## config.mk

```make
export PLATFORM = sky130hd
export DESIGN_NAME = ise_flags_top
export DESIGN_NICKNAME = d
export VERILOG_FILES = /design/src/rtl/ise_pkg.sv /design/src/rtl/ise_flags_top.sv /design/src/rtl/ise_sync2.sv
export SDC_FILE = /design/constraint.sdc
export NUM_CORES = 1
export LEC_CHECK = 0
export BUFFER_PORTS_ARGS = -buffer_cell sky130_fd_sc_hd__buf_2
export CAP_MARGIN = 40
export CORE_ASPECT_RATIO = 0.9
export CORE_MARGIN = 1.5
export CORE_UTILIZATION = 50
export DETAILED_ROUTE_END_ITERATION = 16
export GPL_TIMING_DRIVEN = 0
export MAX_ROUTING_LAYER = met4
export PLACE_DENSITY = 0.74
export SYNTH_ARGS = -nofsm -noshare
export SYNTH_HDL_FRONTEND = slang
export SYNTH_SLANG_ARGS = --single-unit
```

## constraint.sdc

```tcl
create_clock -name i_core_clk -period 8.3 [get_ports i_core_clk]
set_clock_uncertainty 0.05 [all_clocks]
set_input_delay 1.245 -clock i_core_clk [delete_from_list [all_inputs] [get_ports i_core_clk]]
set_output_delay 1.245 -clock i_core_clk [all_outputs]
set_load 0.005 [all_outputs]
```

## src/rtl/ise_pkg.sv

```systemverilog
package ise_pkg;

    ////////////////////////////////////////////////////////////////////////////////
    // Register map (byte addresses on the AXI4-Lite port)
    localparam int AW = 8;
    localparam int DW = 32;
    localparam logic [AW-1:0] OFS_SLV_CTRL = 8'h04;
    localparam logic [AW-1:0] OFS_MST_CTRL = 8'h08;
    localparam logic [AW-1:0] OFS_STAT = 8'h0C;
    localparam logic [AW-1:0] OFS_INTEN_SET = 8'h10;
    localparam logic [AW-1:0] OFS_INTEN_CLR = 8'h14;
    localparam logic [AW-1:0] OFS_SLV_DATA = 8'h18;
    localparam logic [AW-1:0] OFS_SLV_ADDR0 = 8'h20;
    localparam logic [AW-1:0] OFS_STEP = 8'h04;

    localparam logic [1:0] RESP_OKAY = 2'h0;
    localparam logic [1:0] RESP_SLVERR = 2'h2;

    ////////////////////////////////////////////////////////////////////////////////
    // Field layouts
    typedef enum logic [1:0] {
        SLV_CODE_ADDR = 2'h0,
        SLV_CODE_RX = 2'h1,
        SLV_CODE_TX = 2'h2,
        SLV_CODE_RSVD = 2'h3
    } ise_slv_code_t;

    typedef struct packed {
        logic [19:0] rsvd_hi;
        logic slv_nstr;
        ise_slv_code_t slv_code;
        logic slv_pend;
        logic rsvd7;
        logic mst_err;
        logic [1:0] rsvd5_4;
        logic [2:0] mst_code;
        logic mst_pend;
    } ise_stat_t;

    typedef struct packed {
        logic [27:0] rsvd;
        logic dma_en;
        logic [1:0] rsvd2_1;
        logic cont;
    } ise_sctl_t;

    typedef struct packed {
        logic [28:0] rsvd;
        logic stop;
        logic start;
        logic cont;
    } ise_mctl_t;

    typedef struct packed {
        logic [23:0] rsvd;
        logic [6:0] addr;
        logic en;
    } ise_saddr_t;

    // Only the two event flags can raise the interrupt
    localparam logic [DW-1:0] INT_MASK = 32'h0000_0140;

    localparam logic [2:0] MST_CODE_IDLE = 3'h0;
    localparam logic [2:0] MST_CODE_BUSY = 3'h2;

    localparam logic [3:0] CNT_ZERO = 4'h0;
    localparam logic [3:0] LAST_BIT = 4'h7;
    localparam logic [3:0] BYTE_BITS = 4'h8;

    typedef enum logic [2:0] {
        SL_IDLE = 3'h0,
        SL_RX = 3'h1,
        SL_HOLD = 3'h2,
        SL_ACK = 3'h3,
        SL_TX = 3'h4,
        SL_TXACK = 3'h5
    } ise_sl_state_t;

endpackage

```

## src/rtl/ise_flags_top.sv

```systemverilog
// Added by the designer: the AXI4-Lite slave port and the address map.
module ise_flags_top #(
    parameter int N_ADDR = 4
) (
    input wire logic i_core_clk,
    input wire logic i_nrst,
    input wire logic [ise_pkg::AW-1:0] i_s_axi_awaddr,
    input wire logic i_s_axi_awvalid,
    output logic o_s_axi_awready,
    input wire logic [ise_pkg::DW-1:0] i_s_axi_wdata,
    input wire logic [3:0] i_s_axi_wstrb,
    input wire logic i_s_axi_wvalid,
    output logic o_s_axi_wready,
    output logic [1:0] o_s_axi_bresp,
    output logic o_s_axi_bvalid,
    input wire logic i_s_axi_bready,
    input wire logic [ise_pkg::AW-1:0] i_s_axi_araddr,
    input wire logic i_s_axi_arvalid,
    output logic o_s_axi_arready,
    output logic [ise_pkg::DW-1:0] o_s_axi_rdata,
    output logic [1:0] o_s_axi_rresp,
    output logic o_s_axi_rvalid,
    input wire logic i_s_axi_rready,
    input wire logic i_scl,
    output logic o_scl_o,
    output logic o_scl_oe,
    input wire logic i_sda,
    output logic o_sda_o,
    output logic o_sda_oe,
    input wire logic i_dma_ack,
    output logic o_dma_req,
    output logic o_irq
);
    import ise_pkg::*;

    ////////////////////////////////////////////////////////////////////////////////
    // Reset release and pin synchronisers
    logic [1:0] rst_sync_r;
    wire rst_n = rst_sync_r[1];

    always_ff @(posedge i_core_clk or negedge i_nrst) begin
        if (!i_nrst) begin
            rst_sync_r <= 2'h0;
        end else begin
            rst_sync_r <= {rst_sync_r[0], 1'b1};
        end
    end

    logic [1:0] pins_s;
    logic scl_q_r;
    logic sda_q_r;

    ise_sync2 #(.WIDTH(2)) u_sync (
        .i_clk(i_core_clk),
        .i_rst_n(rst_n),
        .i_async({i_scl, i_sda}),
        .o_sync(pins_s)
    );

    wire scl_s = pins_s[1];
    wire sda_s = pins_s[0];

    always_ff @(posedge i_core_clk or negedge rst_n) begin
        if (!rst_n) begin
            scl_q_r <= 1'b1;
            sda_q_r <= 1'b1;
        end else begin
            scl_q_r <= scl_s;
            sda_q_r <= sda_s;
        end
    end

    wire scl_rise = scl_s & ~scl_q_r;
    wire scl_fall = ~scl_s & scl_q_r;
    wire start_det = scl_s & scl_q_r & sda_q_r & ~sda_s;
    wire stop_det = scl_s & scl_q_r & ~sda_q_r & sda_s;

    ////////////////////////////////////////////////////////////////////////////////
    // AXI4-Lite write channel
    logic awready_r;
    logic wready_r;
    logic bvalid_r;
    logic [1:0] bresp_r;
    logic [AW-1:0] awaddr_r;
    logic [DW-1:0] wdata_r;
    logic [3:0] wstrb_r;

    // Address and data are taken independently; the write acts once both are held
    wire wr_fire = ~awready_r & ~wready_r & ~bvalid_r;
    wire [DW-1:0] be_mask = {{8{wstrb_r[3]}}, {8{wstrb_r[2]}}, {8{wstrb_r[1]}},
                             {8{wstrb_r[0]}}};
    wire [DW-1:0] wval = wdata_r & be_mask;

    wire wr_sctl = wr_fire & (awaddr_r == OFS_SLV_CTRL);
    wire wr_mctl = wr_fire & (awaddr_r == OFS_MST_CTRL);
    wire wr_stat = wr_fire & (awaddr_r == OFS_STAT);
    wire wr_iset = wr_fire & (awaddr_r == OFS_INTEN_SET);
    wire wr_iclr = wr_fire & (awaddr_r == OFS_INTEN_CLR);
    wire wr_sdat = wr_fire & (awaddr_r == OFS_SLV_DATA);
    logic [N_ADDR-1:0] wr_sa;
    wire wr_hit = wr_sctl | wr_mctl | wr_stat | wr_iset | wr_iclr | wr_sdat | (|wr_sa);

    always_ff @(posedge i_core_clk or negedge rst_n) begin
        if (!rst_n) begin
            awready_r <= 1'b1;
            wready_r <= 1'b1;
            bvalid_r <= 1'b0;
            bresp_r <= RESP_OKAY;
            awaddr_r <= '0;
            wdata_r <= '0;
            wstrb_r <= '0;
        end else begin
            if (i_s_axi_awvalid && awready_r) begin
                awaddr_r <= i_s_axi_awaddr;
                awready_r <= 1'b0;
            end
            if (i_s_axi_wvalid && wready_r) begin
                wdata_r <= i_s_axi_wdata;
                wstrb_r <= i_s_axi_wstrb;
                wready_r <= 1'b0;
            end
            if (wr_fire) begin
                bvalid_r <= 1'b1;
                bresp_r <= wr_hit ? RESP_OKAY : RESP_SLVERR;
            end else if (bvalid_r && i_s_axi_bready) begin
                bvalid_r <= 1'b0;
                awready_r <= 1'b1;
                wready_r <= 1'b1;
            end
        end
    end

    ////////////////////////////////////////////////////////////////////////////////
    // Command decode
    ise_sctl_t sctl_wr;
    ise_mctl_t mctl_wr;
    ise_stat_t stat_wr;
    assign sctl_wr = ise_sctl_t'(wval);
    assign mctl_wr = ise_mctl_t'(wval);
    assign stat_wr = ise_stat_t'(wval);

    // Only ones act; zeros and reserved bit 7 are ignored
    wire slv_cont = wr_sctl & sctl_wr.cont;
    wire mst_cont = wr_mctl & mctl_wr.cont;
    wire mst_start = wr_mctl & mctl_wr.start;
    wire mst_stop = wr_mctl & mctl_wr.stop;
    wire err_w1c = wr_stat & stat_wr.mst_err;

    ////////////////////////////////////////////////////////////////////////////////
    // Control registers
    logic slv_dma_en_r;
    logic [7:0] tx_r;
    logic [DW-1:0] inten_r;
    ise_saddr_t saddr_r [N_ADDR];

    always_ff @(posedge i_core_clk or negedge rst_n) begin
        if (!rst_n) begin
            slv_dma_en_r <= 1'b0;
            tx_r <= '0;
            inten_r <= '0;
        end else begin
            if (wr_sctl && wstrb_r[0]) begin
                slv_dma_en_r <= sctl_wr.dma_en;
            end
            if (wr_sdat && wstrb_r[0]) begin
                tx_r <= wval[7:0];
            end
            if (wr_iset || wr_iclr) begin
                inten_r <= (inten_r | ({DW{wr_iset}} & wval & INT_MASK))
                           & ~({DW{wr_iclr}} & wval);
            end
        end
    end

    ////////////////////////////////////////////////////////////////////////////////
    // Own-address registers and match
    logic [7:0] shift_r;
    logic [N_ADDR-1:0] match_v;
    logic [N_ADDR-1:0] rd_sa;
    logic [DW-1:0] sa_rd [N_ADDR];
    logic [DW-1:0] sa_or;

    for (genvar g = 0; g < N_ADDR; g++) begin : g_addr
        wire [AW-1:0] ofs = OFS_SLV_ADDR0 + AW'(g) * OFS_STEP;
        assign wr_sa[g] = wr_fire & (awaddr_r == ofs);
        assign rd_sa[g] = i_s_axi_araddr == ofs;
        assign match_v[g] = saddr_r[g].en & (saddr_r[g].addr == shift_r[7:1]);
        assign sa_rd[g] = {DW{rd_sa[g]}} & DW'(saddr_r[g]);

        always_ff @(posedge i_core_clk or negedge rst_n) begin
            if (!rst_n) begin
                saddr_r[g] <= '0;
            end else if (wr_sa[g] && wstrb_r[0]) begin
                saddr_r[g] <= ise_saddr_t'({24'h0, wval[7:0]});
            end
        end
    end

    always_comb begin
        sa_or = '0;
        for (int i = 0; i < N_ADDR; i++) begin
            sa_or = sa_or | sa_rd[i];
        end
    end

    ////////////////////////////////////////////////////////////////////////////////
    // Master start/stop supervision
    logic mst_busy_r;
    logic err_r;
    logic [3:0] bus_cnt_r;

    // A frame boundary is after the ninth clock; anything else is mid-byte
    wire misplaced = (start_det | stop_det) & mst_busy_r & (bus_cnt_r != CNT_ZERO);

    always_ff @(posedge i_core_clk or negedge rst_n) begin
        if (!rst_n) begin
            bus_cnt_r <= CNT_ZERO;
            mst_busy_r <= 1'b0;
            err_r <= 1'b0;
        end else begin
            if (start_det || stop_det) begin
                bus_cnt_r <= CNT_ZERO;
            end else if (scl_rise) begin
                bus_cnt_r <= (bus_cnt_r == BYTE_BITS) ? CNT_ZERO : bus_cnt_r + 4'h1;
            end
            if (misplaced) begin
                mst_busy_r <= 1'b0;
            end else if (mst_start) begin
                mst_busy_r <= 1'b1;
            end else if (mst_stop) begin
                mst_busy_r <= 1'b0;
            end
            // Event beats a same-cycle clear
            if (misplaced) begin
                err_r <= 1'b1;
            end else if (err_w1c || mst_cont) begin
                err_r <= 1'b0;
            end
        end
    end

    ////////////////////////////////////////////////////////////////////////////////
    // Slave sequencer
    ise_sl_state_t sl_state_r;
    ise_sl_state_t sl_nxt;
    ise_slv_code_t code_r;
    ise_slv_code_t hold_code;
    logic [3:0] bit_cnt_r;
    logic [7:0] txsh_r;
    logic [7:0] txsh_nxt;
    logic [7:0] rx_data_r;
    logic is_addr_r;
    logic rd_dir_r;
    logic ack_r;
    logic pend_r;
    logic dma_req_r;
    logic go_hold;
    logic sda_oe_nxt;

    wire hold_release = (sl_state_r == SL_HOLD) & (slv_cont | (dma_req_r & i_dma_ack));
    // DMA takes only data events; an address match always goes to software
    wire use_dma = slv_dma_en_r & (hold_code != SLV_CODE_ADDR);

    always_comb begin
        sl_nxt = sl_state_r;
        go_hold = 1'b0;
        hold_code = code_r;
        txsh_nxt = txsh_r;
        if (stop_det) begin
            sl_nxt = SL_IDLE;
        end else if (start_det) begin
            sl_nxt = SL_RX;
        end else begin
            unique case (sl_state_r)
                SL_IDLE: begin
                end
                SL_RX: begin
                    if (scl_fall && bit_cnt_r == BYTE_BITS) begin
                        if (!is_addr_r || (|match_v)) begin
                            go_hold = 1'b1;
                            sl_nxt = SL_HOLD;
                            hold_code = is_addr_r ? SLV_CODE_ADDR : SLV_CODE_RX;
                        end else begin
                            sl_nxt = SL_IDLE;
                        end
                    end
                end
                SL_HOLD: begin
                    if (hold_release) begin
                        sl_nxt = (code_r == SLV_CODE_TX) ? SL_TX : SL_ACK;
                        txsh_nxt = tx_r;
                    end
                end
                SL_ACK: begin
                    if (scl_fall) begin
                        if (rd_dir_r) begin
                            go_hold = 1'b1;
                            sl_nxt = SL_HOLD;
                            hold_code = SLV_CODE_TX;
                        end else begin
                            sl_nxt = SL_RX;
                        end
                    end
                end
                SL_TX: begin
                    if (scl_fall) begin
                        txsh_nxt = {txsh_r[6:0], 1'b0};
                        if (bit_cnt_r == LAST_BIT) begin
                            sl_nxt = SL_TXACK;
                        end
                    end
                end
                SL_TXACK: begin
                    if (scl_fall) begin
                        go_hold = ~ack_r;
                        sl_nxt = ack_r ? SL_IDLE : SL_HOLD;
                        hold_code = SLV_CODE_TX;
                    end
                end
                default: begin
                    sl_nxt = SL_IDLE;
                end
            endcase
        end
        sda_oe_nxt = (sl_nxt == SL_ACK) | ((sl_nxt == SL_TX) & ~txsh_nxt[7]);
    end

    always_ff @(posedge i_core_clk or negedge rst_n) begin
        if (!rst_n) begin
            sl_state_r <= SL_IDLE;
            txsh_r <= '0;
            ack_r <= 1'b1;
        end else begin
            sl_state_r <= sl_nxt;
            txsh_r <= txsh_nxt;
            if (sl_state_r == SL_TXACK && scl_rise) begin
                ack_r <= sda_s;
            end
        end
    end

    always_ff @(posedge i_core_clk or negedge rst_n) begin
        if (!rst_n) begin
            bit_cnt_r <= CNT_ZERO;
            shift_r <= '0;
            is_addr_r <= 1'b0;
            rd_dir_r <= 1'b0;
            rx_data_r <= '0;
        end else if (start_det) begin
            bit_cnt_r <= CNT_ZERO;
            is_addr_r <= 1'b1;
            rd_dir_r <= 1'b0;
        end else if (sl_state_r == SL_RX && scl_rise) begin
            shift_r <= {shift_r[6:0], sda_s};
            bit_cnt_r <= bit_cnt_r + 4'h1;
        end else if (sl_state_r == SL_RX && go_hold) begin
            if (is_addr_r) begin
                rd_dir_r <= shift_r[0];
            end else begin
                rx_data_r <= shift_r;
            end
        end else if (sl_state_r == SL_TX && scl_fall) begin
            bit_cnt_r <= bit_cnt_r + 4'h1;
        end else if (sl_nxt != sl_state_r) begin
            bit_cnt_r <= CNT_ZERO;
            is_addr_r <= 1'b0;
        end
    end

    // Set beats clear: a new hold in the continue cycle stays pending
    always_ff @(posedge i_core_clk or negedge rst_n) begin
        if (!rst_n) begin
            code_r <= SLV_CODE_ADDR;
            pend_r <= 1'b0;
            dma_req_r <= 1'b0;
        end else begin
            if (go_hold) begin
                code_r <= hold_code;
            end
            if (go_hold && !use_dma) begin
                pend_r <= 1'b1;
            end else if (slv_cont || sl_nxt == SL_IDLE) begin
                pend_r <= 1'b0;
            end
            if (go_hold && use_dma) begin
                dma_req_r <= 1'b1;
            end else if (i_dma_ack || slv_cont || sl_nxt == SL_IDLE) begin
                dma_req_r <= 1'b0;
            end
        end
    end

    ////////////////////////////////////////////////////////////////////////////////
    // Status word, read path and pins
    ise_stat_t stat_w;
    logic scl_oe_r;
    logic sda_oe_r;
    logic irq_r;
    logic arready_r;
    logic rvalid_r;
    logic [1:0] rresp_r;
    logic [DW-1:0] rdata_r;

    always_comb begin
        stat_w = '0;
        stat_w.mst_pend = ~mst_busy_r;
        stat_w.mst_code = mst_busy_r ? MST_CODE_BUSY : MST_CODE_IDLE;
        stat_w.mst_err = err_r;
        stat_w.slv_pend = pend_r;
        stat_w.slv_code = code_r;
        stat_w.slv_nstr = ~scl_oe_r;
    end

    wire rd_stat = i_s_axi_araddr == OFS_STAT;
    wire rd_sctl = i_s_axi_araddr == OFS_SLV_CTRL;
    wire rd_mctl = i_s_axi_araddr == OFS_MST_CTRL;
    wire rd_inten = (i_s_axi_araddr == OFS_INTEN_SET) | (i_s_axi_araddr == OFS_INTEN_CLR);
    wire rd_sdat = i_s_axi_araddr == OFS_SLV_DATA;
    wire rd_hit = rd_stat | rd_sctl | rd_mctl | rd_inten | rd_sdat | (|rd_sa);
    ise_sctl_t sctl_rd;
    assign sctl_rd = '{rsvd: '0, dma_en: slv_dma_en_r, rsvd2_1: '0, cont: 1'b0};
    wire [DW-1:0] rd_word = ({DW{rd_stat}} & DW'(stat_w))
                          | ({DW{rd_sctl}} & DW'(sctl_rd))
                          | ({DW{rd_inten}} & inten_r)
                          | ({DW{rd_sdat}} & {24'h0, rx_data_r})
                          | sa_or;

    always_ff @(posedge i_core_clk or negedge rst_n) begin
        if (!rst_n) begin
            arready_r <= 1'b1;
            rvalid_r <= 1'b0;
            rresp_r <= RESP_OKAY;
            rdata_r <= '0;
        end else if (i_s_axi_arvalid && arready_r) begin
            arready_r <= 1'b0;
            rvalid_r <= 1'b1;
            rresp_r <= rd_hit ? RESP_OKAY : RESP_SLVERR;
            rdata_r <= rd_word;
        end else if (rvalid_r && i_s_axi_rready) begin
            rvalid_r <= 1'b0;
            arready_r <= 1'b1;
        end
    end

    // Clock is grabbed on the detected fall, so the hold starts while the line is low
    always_ff @(posedge i_core_clk or negedge rst_n) begin
        if (!rst_n) begin
            scl_oe_r <= 1'b0;
            sda_oe_r <= 1'b0;
            irq_r <= 1'b0;
        end else begin
            scl_oe_r <= sl_nxt == SL_HOLD;
            sda_oe_r <= sda_oe_nxt;
            irq_r <= |(DW'(stat_w) & inten_r & INT_MASK);
        end
    end

    assign o_s_axi_awready = awready_r;
    assign o_s_axi_wready = wready_r;
    assign o_s_axi_bvalid = bvalid_r;
    assign o_s_axi_bresp = bresp_r;
    assign o_s_axi_arready = arready_r;
    assign o_s_axi_rvalid = rvalid_r;
    assign o_s_axi_rresp = rresp_r;
    assign o_s_axi_rdata = rdata_r;
    // Open drain: only ever pulls low
    assign o_scl_o = 1'b0;
    assign o_sda_o = 1'b0;
    assign o_scl_oe = scl_oe_r;
    assign o_sda_oe = sda_oe_r;
    assign o_dma_req = dma_req_r;
    assign o_irq = irq_r;
endmodule

```

## src/rtl/ise_sync2.sv

```systemverilog
module ise_sync2 #(
    parameter int WIDTH = 2
) (
    input wire logic i_clk,
    input wire logic i_rst_n,
    input wire logic [WIDTH-1:0] i_async,
    output logic [WIDTH-1:0] o_sync
);
    logic [WIDTH-1:0] meta_r;

    // Idle bus lines are high, so both stages reset high
    always_ff @(posedge i_clk or negedge i_rst_n) begin
        if (!i_rst_n) begin
            meta_r <= '1;
            o_sync <= '1;
        end else begin
            meta_r <= i_async;
            o_sync <= meta_r;
        end
    end
endmodule

```

==> key figures <==
Placed design
  • Post-DP HPWL: 15.2 mm
  • Gp weighted congestion: 0.897
  • IO Port Bufs: 104
  • Worst slack, placed: 4.34 ns

Timing
  • RSZ-0062 raised after global routing: false
  • Final Max Tran Viols: 0
  • Fmax: 281 MHz
  • Setup violators final: 0
  • Fin crit period: 3.56 ns
  • Least-Margin Pin Slew: 0.895 ns
  • Setup ws final: 4.74 ns
  • Slew headroom: 0.401
  • Final worst path period share: 0.429
  • Final Hold Vio Count: 0

Final layout
  • Most common cell after layout, fill and taps aside: dfrtp_1
  • Area grow syn2layout: 18.3%
  • Commonest cells after routing, fill and taps aside: dfrtp_1, buf_2, nand2_1
  • Layout cells sized above 1: 0.298
  • Total Nets Final: 999
  • Final Core Density: 0.613

Global routing
  • Number of global-route vias before repair: 6658
  • Met3 usage: 0.0336
  • GR Util All Layers: 0.232
  • Met1 Usage GRT: 0.331
  • Met2 Use GR: 0.354
  • GRT Max-Usage Layer: met2
  • Initial antenna violation count: 1
  • First-pass GRT wire length: 35.1 mm
  • Total gr overflow: 0
  • Largest net degree at the start of global routing: 60

Routing
  • Drt drc: 0
  • DR vias: 6749
  • Vias per inst: 5.67
  • DRT antenna net count: 0
  • DR WL/cell: 18.1 um
  • Initial drt markers: 553
  • Pre-antenna DRT Iters: 8
  • Total wire length: 21.6 mm

Synthesis
  • Cell area after synthesis: 9240 sq um
  • Area leader, netlist: dfrtp_1
  • Number of synthesized flops with an enable pin: 0
  • Flops & latches, synth: 211
  • Syn Area/Cell: 11.6 sq um
  • Cell variety after synth: 64
  • Top cell type's share of synthesized area: 0.544
  • Syn Inst Count: 796
  • Primary FF master, synth: dfrtp_1
  • Yosys warning count: 0
  • Async SR Flop Fraction: 1.00
  • Top post-synthesis cells by area: dfrtp_1, mux2_2, nand2_1
  • Share of the yosys chip area belonging to registers: 0.573

Worst setup path
  • Slowest-stage cell, CP: or4b_2
  • Critical Path End Type: register
  • Startpoint types: input port
  • Cell Chain, Critical Path: buf_2, or4b_2, nor2_1, clkbuf_1, clkbuf_1, nand2_1, o21ai_0
  • Critical path required time: 8.66 ns
  • Crit path max fanout: 10
  • CP bufs+invs: 3
  • Worst Path Arrival: 3.92 ns
  • Critical path's largest stage delay: 0.72 ns
  • CP delay by family, top: simple AND/OR/NAND/NOR gates
  • Worst setup path class: input port to register
  • Crit path top cell by count: clkbuf_1

Run
  • Max-cap violations: 0

Pwr
  • Power per Cell Area: 278 nW/um^2
  • LEAKAGE: 0.00525 uW
  • NetSw: 914 uW
  • Clock power share: 0.333
  • Comb pwr share: 0.206
  • Worst vdd ir: 0.000186 V
  • Seq pwr share: 0.461
  • Pint: 2130 uW
  • Sw Ratio: 0.300

Clock tree
  • CTS hold repair buffers: 0
  • Clk slew on worst S/H paths: 0.06 ns
  • Clock Sinks: 211
  • CTS Buf Count: 23
  • Maximum clock insertion buffer count: 3
  • Clock Latency Late Sink: 0.51 ns
  • TritonCTS clock tree: built
  • H-tree Lvls: 1
  • Clock root cell: clkbuf_16
  • Postcts setup bufs: 0
  • CTS-repair resized insts: 0

Die
  • Core area: 17800 sq um
  • Initial Util: 0.518
  • Die Wd: 146 um
  • DIE HEIGHT: 132 um
  • DIE AREA: 19300 sq um
  • Num ports: 109
  • Rows: 46

Hold path
  • Hold crit path type: register to register

Run status
  • Status: finished, final reports clean
power by group through the flow:
stage / clock network, uW / registers [uW] / logic (uW)
5_1_grt: 1070 / 1430 / 687
4_1_cts: 1030 / 1400 / 623
3_3_place_gp: 0 / 1420 / 579
2_1_floorplan: 0 / 1360 / 454
3_5_place_dp: 0 / 1410 / 615
6_report: 1010 / 1400 / 626
path summary, 6_finish.rpt:
path                                         startpoint                             to  slack (ns)  cells after the start
worst max-delay path                  i_s_axi_araddr[5]  o_s_axi_rdata[26]$_DFFE_PN0P_        4.74                      7
worst min-delay path            rst_sync_r[0]$_DFF_PN0_        rst_sync_r[1]$_DFF_PN0_        0.29                      0
worst max register to register  awaddr_r[3]$_DFFE_PN0P_       bit_cnt_r[1]$_DFFE_PN0P_        5.15                      9
worst min register to register  rst_sync_r[0]$_DFF_PN0_        rst_sync_r[1]$_DFF_PN0_        0.29                      0
max in group asynchronous       rst_sync_r[1]$_DFF_PN0_         shift_r[1]$_DFFE_PN0P_        6.56                      3
min in group asynchronous       rst_sync_r[1]$_DFF_PN0_        inten_r[19]$_DFFE_PN0P_        0.32                      0
logic make-up after synthesis:
logic type	Yosys count	synth area share
AOI/OAI and AO/OA	168	0.122
xor gates and xnor gates	29	0.0275
adders and majority gates	4	0.00541
buffers and inverters	54	0.0257
DFF	211	0.573
muxes	103	0.125
other	2	0.000812
and+or+nand+nor	225	0.121
per-layer routing:
layer,part of all wire,vias to the layer above
li1,-,3124
met1,0.47,3364
met2,0.46,214
met3,0.054,47
met4,0.023,0
met5,0,-
worst register-to-register path, cell delays in order, from the launching register on:
cell,delay [ns]
dfrtp_1,0.36
clkbuf_1,0.20
nor4b_4,0.52
nand4_1,0.27
a21boi_0,0.42
buf_2,0.31
nor3b_1,0.24
a211oi_1,0.11
a21boi_0,0.39
o21ai_0,0.16
synthesized netlist by cell type, drive strengths merged (3+ instances only):
cell type,instances
nor2,30
dfrtp,201
buf,15
mux2,101
clkbuf,26
nand4,9
xor2,24
a221oi,6
a222oi,7
a21oi,16
o211ai,3
a22oi,19
and3,5
and2,4
inv,13
a21o,5
nor3,12
nand3,11
nor3b,3
nand2b,10
nor4,7
nor4b,3
ha,4
xnor2,5
nand3b,3
nand2,111
o21ai,54
a21boi,32
dfstp,10
nor2b,3
and3b,3
a31oi,6
or3b,4
registers in the layout (all words and copies together) (netlist names), 2 cells and up:
name	cells
code_r	2
u_sync.o_sync	2
bus_cnt_r	4
o_s_axi_rdata	32
wstrb_r	4
saddr_r	32
awaddr_r	8
txsh_r	8
wdata_r	32
bit_cnt_r	4
rst_sync_r	2
shift_r	8
inten_r	32
sl_state_r	3
u_sync.meta_r	2
tx_r	8
rx_data_r	8
final cells by class:
class	instances	area (sq um)
Antenna cell	1	2.50
Buffer	41	189
Clock buffer	36	694
Clock inverter	6	65.1
Fill cell	1496	6910
Inverter	13	48.8
Multi-Input combinational cell	534	3720
Sequential cell	211	5300
Tap cell	240	300
Timing Repair Buffer	109	613
per-stage QoR:
step	instance area, sq um	hold slack [ns]	TNS, ns	power (uW)	std cells
floorplan	9260	0.281	0	1810	799
global placement	10100	0.285	-72.56	2000	1143
detailed placement	10200	0.287	0	2030	1148
CTS	10900	0.298	0	3050	1190
global route	10900	0.307	0	3190	1191
finish	10900	0.294	0	3040	1191
No activity file was read; power rests on OpenSTA's default activity.
